==> src/inc/rcs_consts.svh <==
// Overview of operation
// - Bus address is one, then the address-select pin level, then five zeros.
// - First byte holds the address above a direction bit; one means read.
// - Falling data while clock high is a start; the address byte follows.
// - Every byte moves most significant bit first.
// - A matching address is acknowledged by pulling data low on pulse nine.
// - A foreign address releases the bus and waits for the next start.
// - The second byte is the starting subaddress among eight registers.
// - The subaddress steps forward after each acknowledged data byte, holding at the last register.
// - A stop anywhere returns the slave to idle; a start anywhere restarts address reception.
// - An invalid subaddress is not acknowledged and the slave goes idle.
// - Reading past the last register keeps returning that last register.
// - Control bit zero enables lock-to-reference; bit one enables fine measurement.
// - Lock target rate over two-to-ratio equals reference over two-to-range.
// - Range field resets to the lowest band; higher codes select higher bands.
// - Ratio field n multiplies the divided reference by two to the n.
// - In lock-to-reference mode a loss of lock triggers a new acquisition.
// - A zero-to-one step of the lock enable issues a new lock command.
`ifndef RCS_CONSTS_SVH
`define RCS_CONSTS_SVH
`define RCS_ADDR_HI        1'b1
`define RCS_ADDR_LO        5'h00
`define RCS_BITS_PER_BYTE  4'h8
`define RCS_CNT_ZERO       4'h0
`define RCS_REFCTRL_IDX    3'h0
`define RCS_REG_RST        8'h00
`define RCS_LTR_BIT        0
`define RCS_FINE_BIT       1
`define RCS_RATIO_LSB      2
`define RCS_RATIO_MSB      5
`define RCS_RANGE_LSB      6
`define RCS_RANGE_MSB      7
`define RCS_RANGE_LOWEST   2'h0
`endif

==> src/inc/rcs_pkg.sv <==
`default_nettype none
package rcs_pkg;
  // field order follows the register bit layout, range on top
  typedef struct packed {
    logic [1:0] ref_range;
    logic [3:0] ratio;
    logic       fine_meas_en;
    logic       lock_to_ref_en;
  } rcs_ctrl_t;

  // bus events seen in one clock cycle
  typedef struct packed {
    logic scl_rise;
    logic scl_fall;
    logic start;
    logic stop;
    logic sda;
  } rcs_bus_ev_t;

  typedef enum logic [3:0] {
    RCS_IDLE,
    RCS_ADDR,
    RCS_ADDR_ACK,
    RCS_SUB,
    RCS_SUB_ACK,
    RCS_WR,
    RCS_WR_ACK,
    RCS_RD,
    RCS_RD_ACK
  } rcs_state_t;
endpackage : rcs_pkg
`default_nettype wire

==> src/rtl/rcs_bus_edge.sv <==
`timescale 1ns/1ps
`default_nettype none
module rcs_bus_edge (
  // clock and reset
  input  wire logic          ref_clk,
  input  wire logic          sys_rst,
  input  wire logic          clk_en,
  // bus lines
  input  wire logic          scl_in,
  input  wire logic          serial_data_line_in,
  // decoded events
  output rcs_pkg::rcs_bus_ev_t ev
);
  import rcs_pkg::*;

  logic scl_q_r;
  logic sda_q_r;

  // previous line levels; idle bus is high so reset to one
  always_ff @(posedge ref_clk) begin
    if (sys_rst) begin
      scl_q_r <= 1'b1;
      sda_q_r <= 1'b1;
    end else if (clk_en) begin
      scl_q_r <= scl_in;
      sda_q_r <= serial_data_line_in;
    end
  end

  // clock high on both samples so a clock edge is never mistaken for start or stop
  assign ev.scl_rise = clk_en & scl_in & ~scl_q_r;
  assign ev.scl_fall = clk_en & ~scl_in & scl_q_r;
  assign ev.start    = clk_en & scl_in & scl_q_r & sda_q_r & ~serial_data_line_in;
  assign ev.stop     = clk_en & scl_in & scl_q_r & ~sda_q_r & serial_data_line_in;
  assign ev.sda      = serial_data_line_in;
endmodule : rcs_bus_edge
`default_nettype wire

==> src/rtl/rcs_regfile.sv <==
`timescale 1ns/1ps
`default_nettype none
`include "rcs_consts.svh"
module rcs_regfile #(
  parameter int DEPTH = 8,
  parameter int AW    = 3
) (
  // clock and reset
  input  wire logic            ref_clk,
  input  wire logic            sys_rst,
  input  wire logic            clk_en,
  // access port
  input  wire logic            wr_en,
  input  wire logic [AW-1:0]   wr_addr,
  input  wire logic [7:0]      wr_data,
  input  wire logic [AW-1:0]   rd_addr,
  output logic      [7:0]      rd_data,
  // recovery loop side
  input  wire logic            loss_of_lock,
  output rcs_pkg::rcs_ctrl_t   ref_ctrl,
  output logic                 lock_cmd
);
  import rcs_pkg::*;

  // every entry must be reachable through the address port
  if (DEPTH < 1 || DEPTH > (1 << AW)) begin : g_bad_param
    $error("register depth does not fit the address width");
  end

  logic [7:0] mem_r [DEPTH];
  logic       ltr_q_r;
  logic       lol_q_r;
  logic       lock_cmd_r;
  logic       lock_cmd_nxt;

  // one flop row per entry; only complete bytes reach here
  for (genvar i = 0; i < DEPTH; i++) begin : g_entry
    always_ff @(posedge ref_clk) begin
      if (sys_rst) begin
        mem_r[i] <= `RCS_REG_RST;
      end else if (clk_en && wr_en && (wr_addr == AW'(i))) begin
        mem_r[i] <= wr_data;
      end
    end
  end

  assign rd_data  = mem_r[rd_addr];
  // mode bits, ratio and range feed the loop straight from storage
  assign ref_ctrl = rcs_ctrl_t'(mem_r[`RCS_REFCTRL_IDX]);

  // new lock on enable rising, and re-acquire after a lock loss in that mode
  assign lock_cmd_nxt = (ref_ctrl.lock_to_ref_en & ~ltr_q_r)
                      | (ref_ctrl.lock_to_ref_en & loss_of_lock & ~lol_q_r);

  always_ff @(posedge ref_clk) begin
    if (sys_rst) begin
      ltr_q_r    <= 1'b0;
      lol_q_r    <= 1'b0;
      lock_cmd_r <= 1'b0;
    end else if (clk_en) begin
      ltr_q_r    <= ref_ctrl.lock_to_ref_en;
      lol_q_r    <= loss_of_lock;
      lock_cmd_r <= lock_cmd_nxt;
    end
  end

  assign lock_cmd = lock_cmd_r;
endmodule : rcs_regfile
`default_nettype wire

==> src/rtl/rcs_reference_clock_input_ctrl.sv <==
`timescale 1ns/1ps
`default_nettype none
`include "rcs_consts.svh"
module rcs_reference_clock_input_ctrl #(
  parameter int REG_COUNT = 8,
  parameter int SUB_W     = 3
) (
  // clock and reset
  input  wire logic          ref_clk,
  input  wire logic          sys_rst,
  input  wire logic          clk_en,
  // strap pin
  input  wire logic          address_select_pin,
  // two-wire bus
  input  wire logic          scl_in,
  input  wire logic          serial_data_line_in,
  output logic               serial_data_line_out,
  output logic               serial_data_line_oe,
  // recovery loop
  input  wire logic          loss_of_lock,
  output rcs_pkg::rcs_ctrl_t ref_ctrl,
  output logic               lock_cmd
);
  import rcs_pkg::*;

  ////////////////////////////////////////////////////////////////////////////
  // parameter checks

  if (REG_COUNT < 2 || REG_COUNT > (1 << SUB_W) || SUB_W > 8) begin : g_bad_param
    $error("register count does not fit the subaddress width");
  end

  ////////////////////////////////////////////////////////////////////////////
  // declarations

  rcs_bus_ev_t       ev;
  rcs_state_t        st_r;
  rcs_state_t        st_nxt;
  logic [3:0]        cnt_r;
  logic [3:0]        cnt_nxt;
  logic [7:0]        shreg_r;
  logic [7:0]        shreg_nxt;
  logic [7:0]        tx_r;
  logic [7:0]        tx_nxt;
  logic [SUB_W-1:0]  ptr_r;
  logic [SUB_W-1:0]  ptr_nxt;
  logic              rw_r;
  logic              rw_nxt;
  logic              oe_r;
  logic              oe_nxt;
  logic              nack_r;
  logic              nack_nxt;
  logic [6:0]        my_addr;
  logic              byte_done;
  logic              addr_hit;
  logic              sub_ok;
  logic [SUB_W-1:0]  ptr_max;
  logic [SUB_W-1:0]  ptr_inc;
  logic [SUB_W-1:0]  rd_addr;
  logic [7:0]        rd_data;
  logic              wr_en;
  logic [7:0]        shift_in;
  logic [7:0]        tx_shift;

  ////////////////////////////////////////////////////////////////////////////
  // line events

  rcs_bus_edge u_edge (
    .ref_clk             (ref_clk),
    .sys_rst             (sys_rst),
    .clk_en              (clk_en),
    .scl_in              (scl_in),
    .serial_data_line_in (serial_data_line_in),
    .ev                  (ev)
  );

  ////////////////////////////////////////////////////////////////////////////
  // decode

  // strap is read live; a board that moves it mid-transfer gets what it asked for
  assign my_addr   = {`RCS_ADDR_HI, address_select_pin, `RCS_ADDR_LO};
  assign byte_done = (cnt_r == `RCS_BITS_PER_BYTE);
  assign addr_hit  = (shreg_r[7:1] == my_addr);
  assign sub_ok    = (shreg_r < 8'(REG_COUNT));
  assign ptr_max   = SUB_W'(REG_COUNT - 1);
  // saturating step keeps a long read parked on the last register
  assign ptr_inc   = (ptr_r == ptr_max) ? ptr_r : SUB_W'(ptr_r + 1'b1);
  // during the ack slot the next byte is fetched ahead so it is ready at the falling edge
  assign rd_addr   = (st_r == RCS_RD_ACK) ? ptr_inc : ptr_r;
  assign shift_in  = {shreg_r[6:0], ev.sda};
  assign tx_shift  = {tx_r[6:0], 1'b0};
  assign wr_en     = (st_r == RCS_WR) & ev.scl_fall & byte_done & ~ev.start & ~ev.stop;

  // open drain: the pin is only ever pulled low
  assign serial_data_line_out = 1'b0;
  assign serial_data_line_oe  = oe_r;

  ////////////////////////////////////////////////////////////////////////////
  // register storage and loop outputs

  rcs_regfile #(
    .DEPTH (REG_COUNT),
    .AW    (SUB_W)
  ) u_regs (
    .ref_clk      (ref_clk),
    .sys_rst      (sys_rst),
    .clk_en       (clk_en),
    .wr_en        (wr_en),
    .wr_addr      (ptr_r),
    .wr_data      (shreg_r),
    .rd_addr      (rd_addr),
    .rd_data      (rd_data),
    .loss_of_lock (loss_of_lock),
    .ref_ctrl     (ref_ctrl),
    .lock_cmd     (lock_cmd)
  );

  ////////////////////////////////////////////////////////////////////////////
  // transfer sequencer

  // start and stop are checked before the state so they win from anywhere
  always_comb begin
    st_nxt    = st_r;
    cnt_nxt   = cnt_r;
    shreg_nxt = shreg_r;
    tx_nxt    = tx_r;
    ptr_nxt   = ptr_r;
    rw_nxt    = rw_r;
    oe_nxt    = oe_r;
    nack_nxt  = nack_r;
    if (ev.start) begin
      st_nxt  = RCS_ADDR;
      cnt_nxt = `RCS_CNT_ZERO;
      oe_nxt  = 1'b0;
    end else if (ev.stop) begin
      st_nxt = RCS_IDLE;
      oe_nxt = 1'b0;
    end else begin
      case (st_r)
        RCS_IDLE: begin
          oe_nxt = 1'b0;
        end
        RCS_ADDR, RCS_SUB, RCS_WR: begin
          if (ev.scl_rise && !byte_done) begin
            shreg_nxt = shift_in;
            cnt_nxt   = cnt_r + 1'b1;
          end else if (ev.scl_fall && byte_done) begin
            cnt_nxt = `RCS_CNT_ZERO;
            if (st_r == RCS_ADDR) begin
              rw_nxt = shreg_r[0];
              st_nxt = addr_hit ? RCS_ADDR_ACK : RCS_IDLE;
              oe_nxt = addr_hit;
            end else if (st_r == RCS_SUB) begin
              st_nxt  = sub_ok ? RCS_SUB_ACK : RCS_IDLE;
              oe_nxt  = sub_ok;
              ptr_nxt = sub_ok ? shreg_r[SUB_W-1:0] : ptr_r;
            end else begin
              st_nxt = RCS_WR_ACK;
              oe_nxt = 1'b1;
            end
          end
        end
        RCS_ADDR_ACK: begin
          if (ev.scl_fall) begin
            if (rw_r) begin
              st_nxt = RCS_RD;
              tx_nxt = rd_data;
              oe_nxt = ~rd_data[7];
            end else begin
              st_nxt = RCS_SUB;
              oe_nxt = 1'b0;
            end
          end
        end
        RCS_SUB_ACK: begin
          if (ev.scl_fall) begin
            st_nxt = RCS_WR;
            oe_nxt = 1'b0;
          end
        end
        RCS_WR_ACK: begin
          if (ev.scl_fall) begin
            st_nxt  = RCS_WR;
            oe_nxt  = 1'b0;
            ptr_nxt = ptr_inc;
          end
        end
        RCS_RD: begin
          if (ev.scl_rise && !byte_done) begin
            cnt_nxt = cnt_r + 1'b1;
          end else if (ev.scl_fall) begin
            if (byte_done) begin
              st_nxt  = RCS_RD_ACK;
              cnt_nxt = `RCS_CNT_ZERO;
              oe_nxt  = 1'b0;
            end else begin
              tx_nxt = tx_shift;
              oe_nxt = ~tx_shift[7];
            end
          end
        end
        RCS_RD_ACK: begin
          if (ev.scl_rise) begin
            nack_nxt = ev.sda;
          end else if (ev.scl_fall) begin
            if (nack_r) begin
              st_nxt = RCS_IDLE;
              oe_nxt = 1'b0;
            end else begin
              st_nxt  = RCS_RD;
              ptr_nxt = ptr_inc;
              tx_nxt  = rd_data;
              oe_nxt  = ~rd_data[7];
            end
          end
        end
        default: begin
          st_nxt = RCS_IDLE;
          oe_nxt = 1'b0;
        end
      endcase
    end
  end

  // sequencer flops
  always_ff @(posedge ref_clk) begin
    if (sys_rst) begin
      st_r    <= RCS_IDLE;
      cnt_r   <= `RCS_CNT_ZERO;
      shreg_r <= `RCS_REG_RST;
      tx_r    <= `RCS_REG_RST;
      ptr_r   <= `RCS_REFCTRL_IDX;
      rw_r    <= 1'b0;
      oe_r    <= 1'b0;
      nack_r  <= 1'b0;
    end else if (clk_en) begin
      st_r    <= st_nxt;
      cnt_r   <= cnt_nxt;
      shreg_r <= shreg_nxt;
      tx_r    <= tx_nxt;
      ptr_r   <= ptr_nxt;
      rw_r    <= rw_nxt;
      oe_r    <= oe_nxt;
      nack_r  <= nack_nxt;
    end
  end
endmodule : rcs_reference_clock_input_ctrl
`default_nettype wire

==> config.mk <==
export PLATFORM = sky130hd
export DESIGN_NAME = rcs_reference_clock_input_ctrl
export DESIGN_NICKNAME = d
export VERILOG_FILES = /design/src/inc/rcs_pkg.sv /design/src/rtl/rcs_bus_edge.sv /design/src/rtl/rcs_regfile.sv /design/src/rtl/rcs_reference_clock_input_ctrl.sv
export VERILOG_INCLUDE_DIRS = /design/src /design/src/inc
export SDC_FILE = /design/constraint.sdc
export NUM_CORES = 1
export LEC_CHECK = 0
export BUFFER_PORTS_ARGS = -buffer_cell sky130_fd_sc_hd__buf_2
export CAP_MARGIN = 20
export CORE_ASPECT_RATIO = 0.5
export CORE_MARGIN = 2
export CORE_UTILIZATION = 55
export CTS_CLUSTER_SIZE = 14
export DETAILED_ROUTE_END_ITERATION = 8
export HOLD_SLACK_MARGIN = 0.03
export PLACE_DENSITY = 0.82
export SKIP_LAST_GASP = 1
export SYNTH_ARGS = -nofsm -noshare
export SYNTH_HDL_FRONTEND = slang
export SYNTH_SLANG_ARGS = --single-unit
export TNS_END_PERCENT = 20
==> constraint.sdc <==
create_clock -name ref_clk -period 3.5 [get_ports ref_clk]
set_clock_uncertainty 0.2 [all_clocks]
set_input_delay 0 -clock ref_clk [delete_from_list [all_inputs] [get_ports ref_clk]]
set_output_delay 0 -clock ref_clk [all_outputs]
set_load 0.01 [all_outputs]
==> results.md <==
- Status: finished, final reports clean
- Initial Utilization: 56.39%
- WL/cell: 20.71 um
- TritonCTS clock tree: yes
- Commonest non-fill, non-tap cell in the layout: edfxtp_1
- Ys flop type: edfxtp_1
- Post-synth ARST share: 0%
- Mux cell area share after synthesis: 10.28%
- H-tree levels: 3
- Clock Pin Slew Worst Setup and Hold Paths: 0.07 ns
- Syn Area/Cell: 9.733 um^2
- Pins Over Slew Limit: 0
- Die W: 148.3 um
- Final nets: 598
- Seq. cell area: 2603 um^2
- Worst path required time: 3.54 ns
- Post-DP HPWL: 10350 um
- Logic gate share of total power: 6.1%
- Slew HR: 48.65%
- Largest net degree at the start of global routing: 38
- Placed Area: 5847 um^2
- Setup TNS: 0 ns
- First-pass GRT wire length: 23700 um
- Clock power share: 40.3%
- Fmax: 334.6 MHz
- Synth Area in XOR/XNOR: 0.4591%
- DRC: 0
- Yosys warning count: 0
- Multi-input gate area in the final layout: 2839 um^2
- Flop pwr share: 53.7%
- Reg2Reg Depth: 7
- Post-synth EDFFs: 64
- CP endpoint kind: flip-flop
- Hold depth: 2
- P_int: 1836 uW
- Post-CTS Resized: 0
- Longest Clk Path Bufs: 2
- Final wirelength: 15120 um
- Max VDD drop: 213.6 uV
- CP Class: flip-flop to flip-flop
- Synth-to-Final Area Change: 9.204%
- Vias: 4790
- GPL Wtd Cong: 0.9764
- Simple-gate area share of the yosys netlist: 21.27%
- Post-Syn Nets: 601
- Synth Register Bits: 98
- # port buffers: 16
- Fraction of layout cells with a size suffix above 1: 10.34%
- Design area: 6250 um^2
- Switching power: 605.0 uW
- DRT iter0 DRCs: 603
- Worst min path class: flip-flop to flip-flop
- Leakage: 0.002358 uW
- Via density: 6.562
- Final worst-path cycle share: 85.39%
- Least-Margin Pin Slew: 0.7702 ns
- Synth Area in Compound Gates: 16.11%
- Total CTS buffers: 9
- Peak fanout along the critical path: 19
- Die height: 76.13 um
- Post-Synth Adder-Cell Area: 1.312%
- Final hold violation count: 0
- Global route overflow: 0
- Post-synthesis instance total: 588
- Most frequent cells in the layout: 64 x edfxtp_1, 48 x nor2_1, 43 x nand2_1, 43 x mux2i_1, 39 x and3_1
- Clk_lat worst skew: 0.35 ns
- Pwr per Cell Area: 390.5 nW/um^2
- Number of global-route vias before repair: 4332
- Critical Path AT: 3.03 ns
- Antenna Cells: 0
- Max Cap Viol: 0
- Tot GR Track Use: 27.14%
- Fin crit period: 2.988 ns
- Initial antenna violation count: 0
- Largest family of logic cells by synthesized area: simple AND/OR/NAND/NOR gates
- CTS Sinks: 98
- Distinct cells, synth: 69
- I/O pin total: 18
- RSZ-0062 raised after global routing: false
- Endpoints failing setup: 0
- Clock Tree Root: clkbuf_16
- # rows: 26
- Seq/Total Area, Yosys: 45.47%
- Switching share of power: 24.79%
- Antenna-violating nets left: 0
- Number of detailed-route iterations in the first pass: 5
- Kind of start point of the critical path: flip-flop
- Die Footprint: 11290 um^2
- Synth Cell Area: 5723 um^2
- Core Region: 10150 um^2
- Filler cells: 830
==> power groups by stage <==
stage	Combinational [uW]	Clock [uW]	Sequential, uW
5_1_grt	161	1040	1310
3_5_place_dp	135	0	1330
6_report	148	983	1310
3_3_place_gp	132	0	1330
4_1_cts	146	992	1310
2_1_floorplan	105	0	1310
==> synth_stat cells, types with 3 or more instances <==
library cell,count,share of area [%]
a21o_1,5,0.66
a21oi_1,28,2.4
a221oi_1,7,1.1
a22oi_1,9,1.2
a31oi_1,6,0.66
and2_1,36,3.9
and3_1,39,4.3
and3b_1,3,0.46
buf_1,3,0.20
buf_2,11,0.96
clkbuf_1,37,2.4
dfxtp_1,34,12
edfxtp_1,64,34
ha_1,6,1.3
inv_1,14,0.92
mux2i_1,43,7.5
mux4_2,6,2.4
nand2_1,43,2.8
nand2b_1,4,0.44
nand3_1,8,0.70
nand3b_1,7,0.92
nor2_1,48,3.1
nor2b_1,7,0.77
nor3_1,12,1.0
o2111ai_1,4,0.61
o211ai_1,3,0.39
o21ai_0,21,1.8
o221ai_1,4,0.61
o22ai_1,13,1.4
o311a_1,3,0.52
o31ai_1,3,0.39
or3_1,6,0.66
==> area by class of cell <==
cell class / count / share of cell area (%)
well taps: 140 / 2.803
clock inverters: 7 / 1.081
flip-flops and latches: 98 / 41.64
inverters: 14 / 0.8408
clock buffers: 9 / 3.604
multi-input cells: 422 / 45.43
repair buffers: 40 / 4.605
==> repair_timing <==
item | 4_1_cts | 5_1_grt
hold buffers | 11 | 0
endpoints found under the hold margin | 24 | 0
setup buffers | 0 | 0
==> registers in the layout, indices dropped and copies added (netlist names) <==
register,cells
ptr_r,3
serial_data_line_oe,1
u_edge.scl_q_r,1
tx_r,7
shreg_r,8
nack_r,1
u_regs.mem_r,64
u_regs.lock_cmd,1
u_regs.lol_q_r,1
u_regs.ltr_q_r,1
st_r,4
cnt_r,4
u_edge.sda_q_r,1
rw_r,1
==> metal layers <==
layer  up-vias  GRT usage, %  wire length (um)
met5         -             0                 0
met2       268         41.44              6755
met1      2301         38.09              6494
met4         0         10.10               376
li1       2186             -                 -
met3        35         6.048              1491
==> worst max-delay path, cell delays in order (launching register included) <==
cell and delay (ns):
dfxtp_1 0.49, nor4b_2 0.68, buf_4 0.26, nand3_1 0.33
o22ai_1 0.23, a2111oi_0 0.12, and4_1 0.24, a311o_1 0.31
==> path summary, 6_finish.rpt <==
check	slack (ns)	from	to
max	0.51	st_r[2]	tx_r[2]
max reg2reg	0.51	st_r[2]	tx_r[2]
min	0.27	u_regs.lock_cmd	u_regs.lock_cmd
min reg2reg	0.27	u_regs.lock_cmd	u_regs.lock_cmd
==> stage by stage <==
step / utilization, % / total power (uW) / hold WS, ns / std cells / worst slack (ns)
5_1_grt: 61.58 / 2511 / 0.2862 / 730 / 0.3369
3_5_place_dp: 57.61 / 1467 / 0.06430 / 703 / 0.5684
3_3_place_gp: 57.61 / 1464 / 0.05836 / 703 / 0.6623
6_report: 61.58 / 2441 / 0.2662 / 730 / 0.5115
2_1_floorplan: - / 1420 / -0.05312 / 588 / 0.4115
4_1_cts: 61.58 / 2445 / 0.2687 / 730 / 0.5653
==> kinds of logic (layout without fill, tap and decap cells) <==
kind of cell,count (synthesis),after routing
compound gates,133,133
xor+xnor,3,3
fa+ha+maj,6,6
buf+inv,68,70
flops,98,98
mux,51,51
other cells,1,1
simple gates,228,228
(Power assumes the default switching activity.)
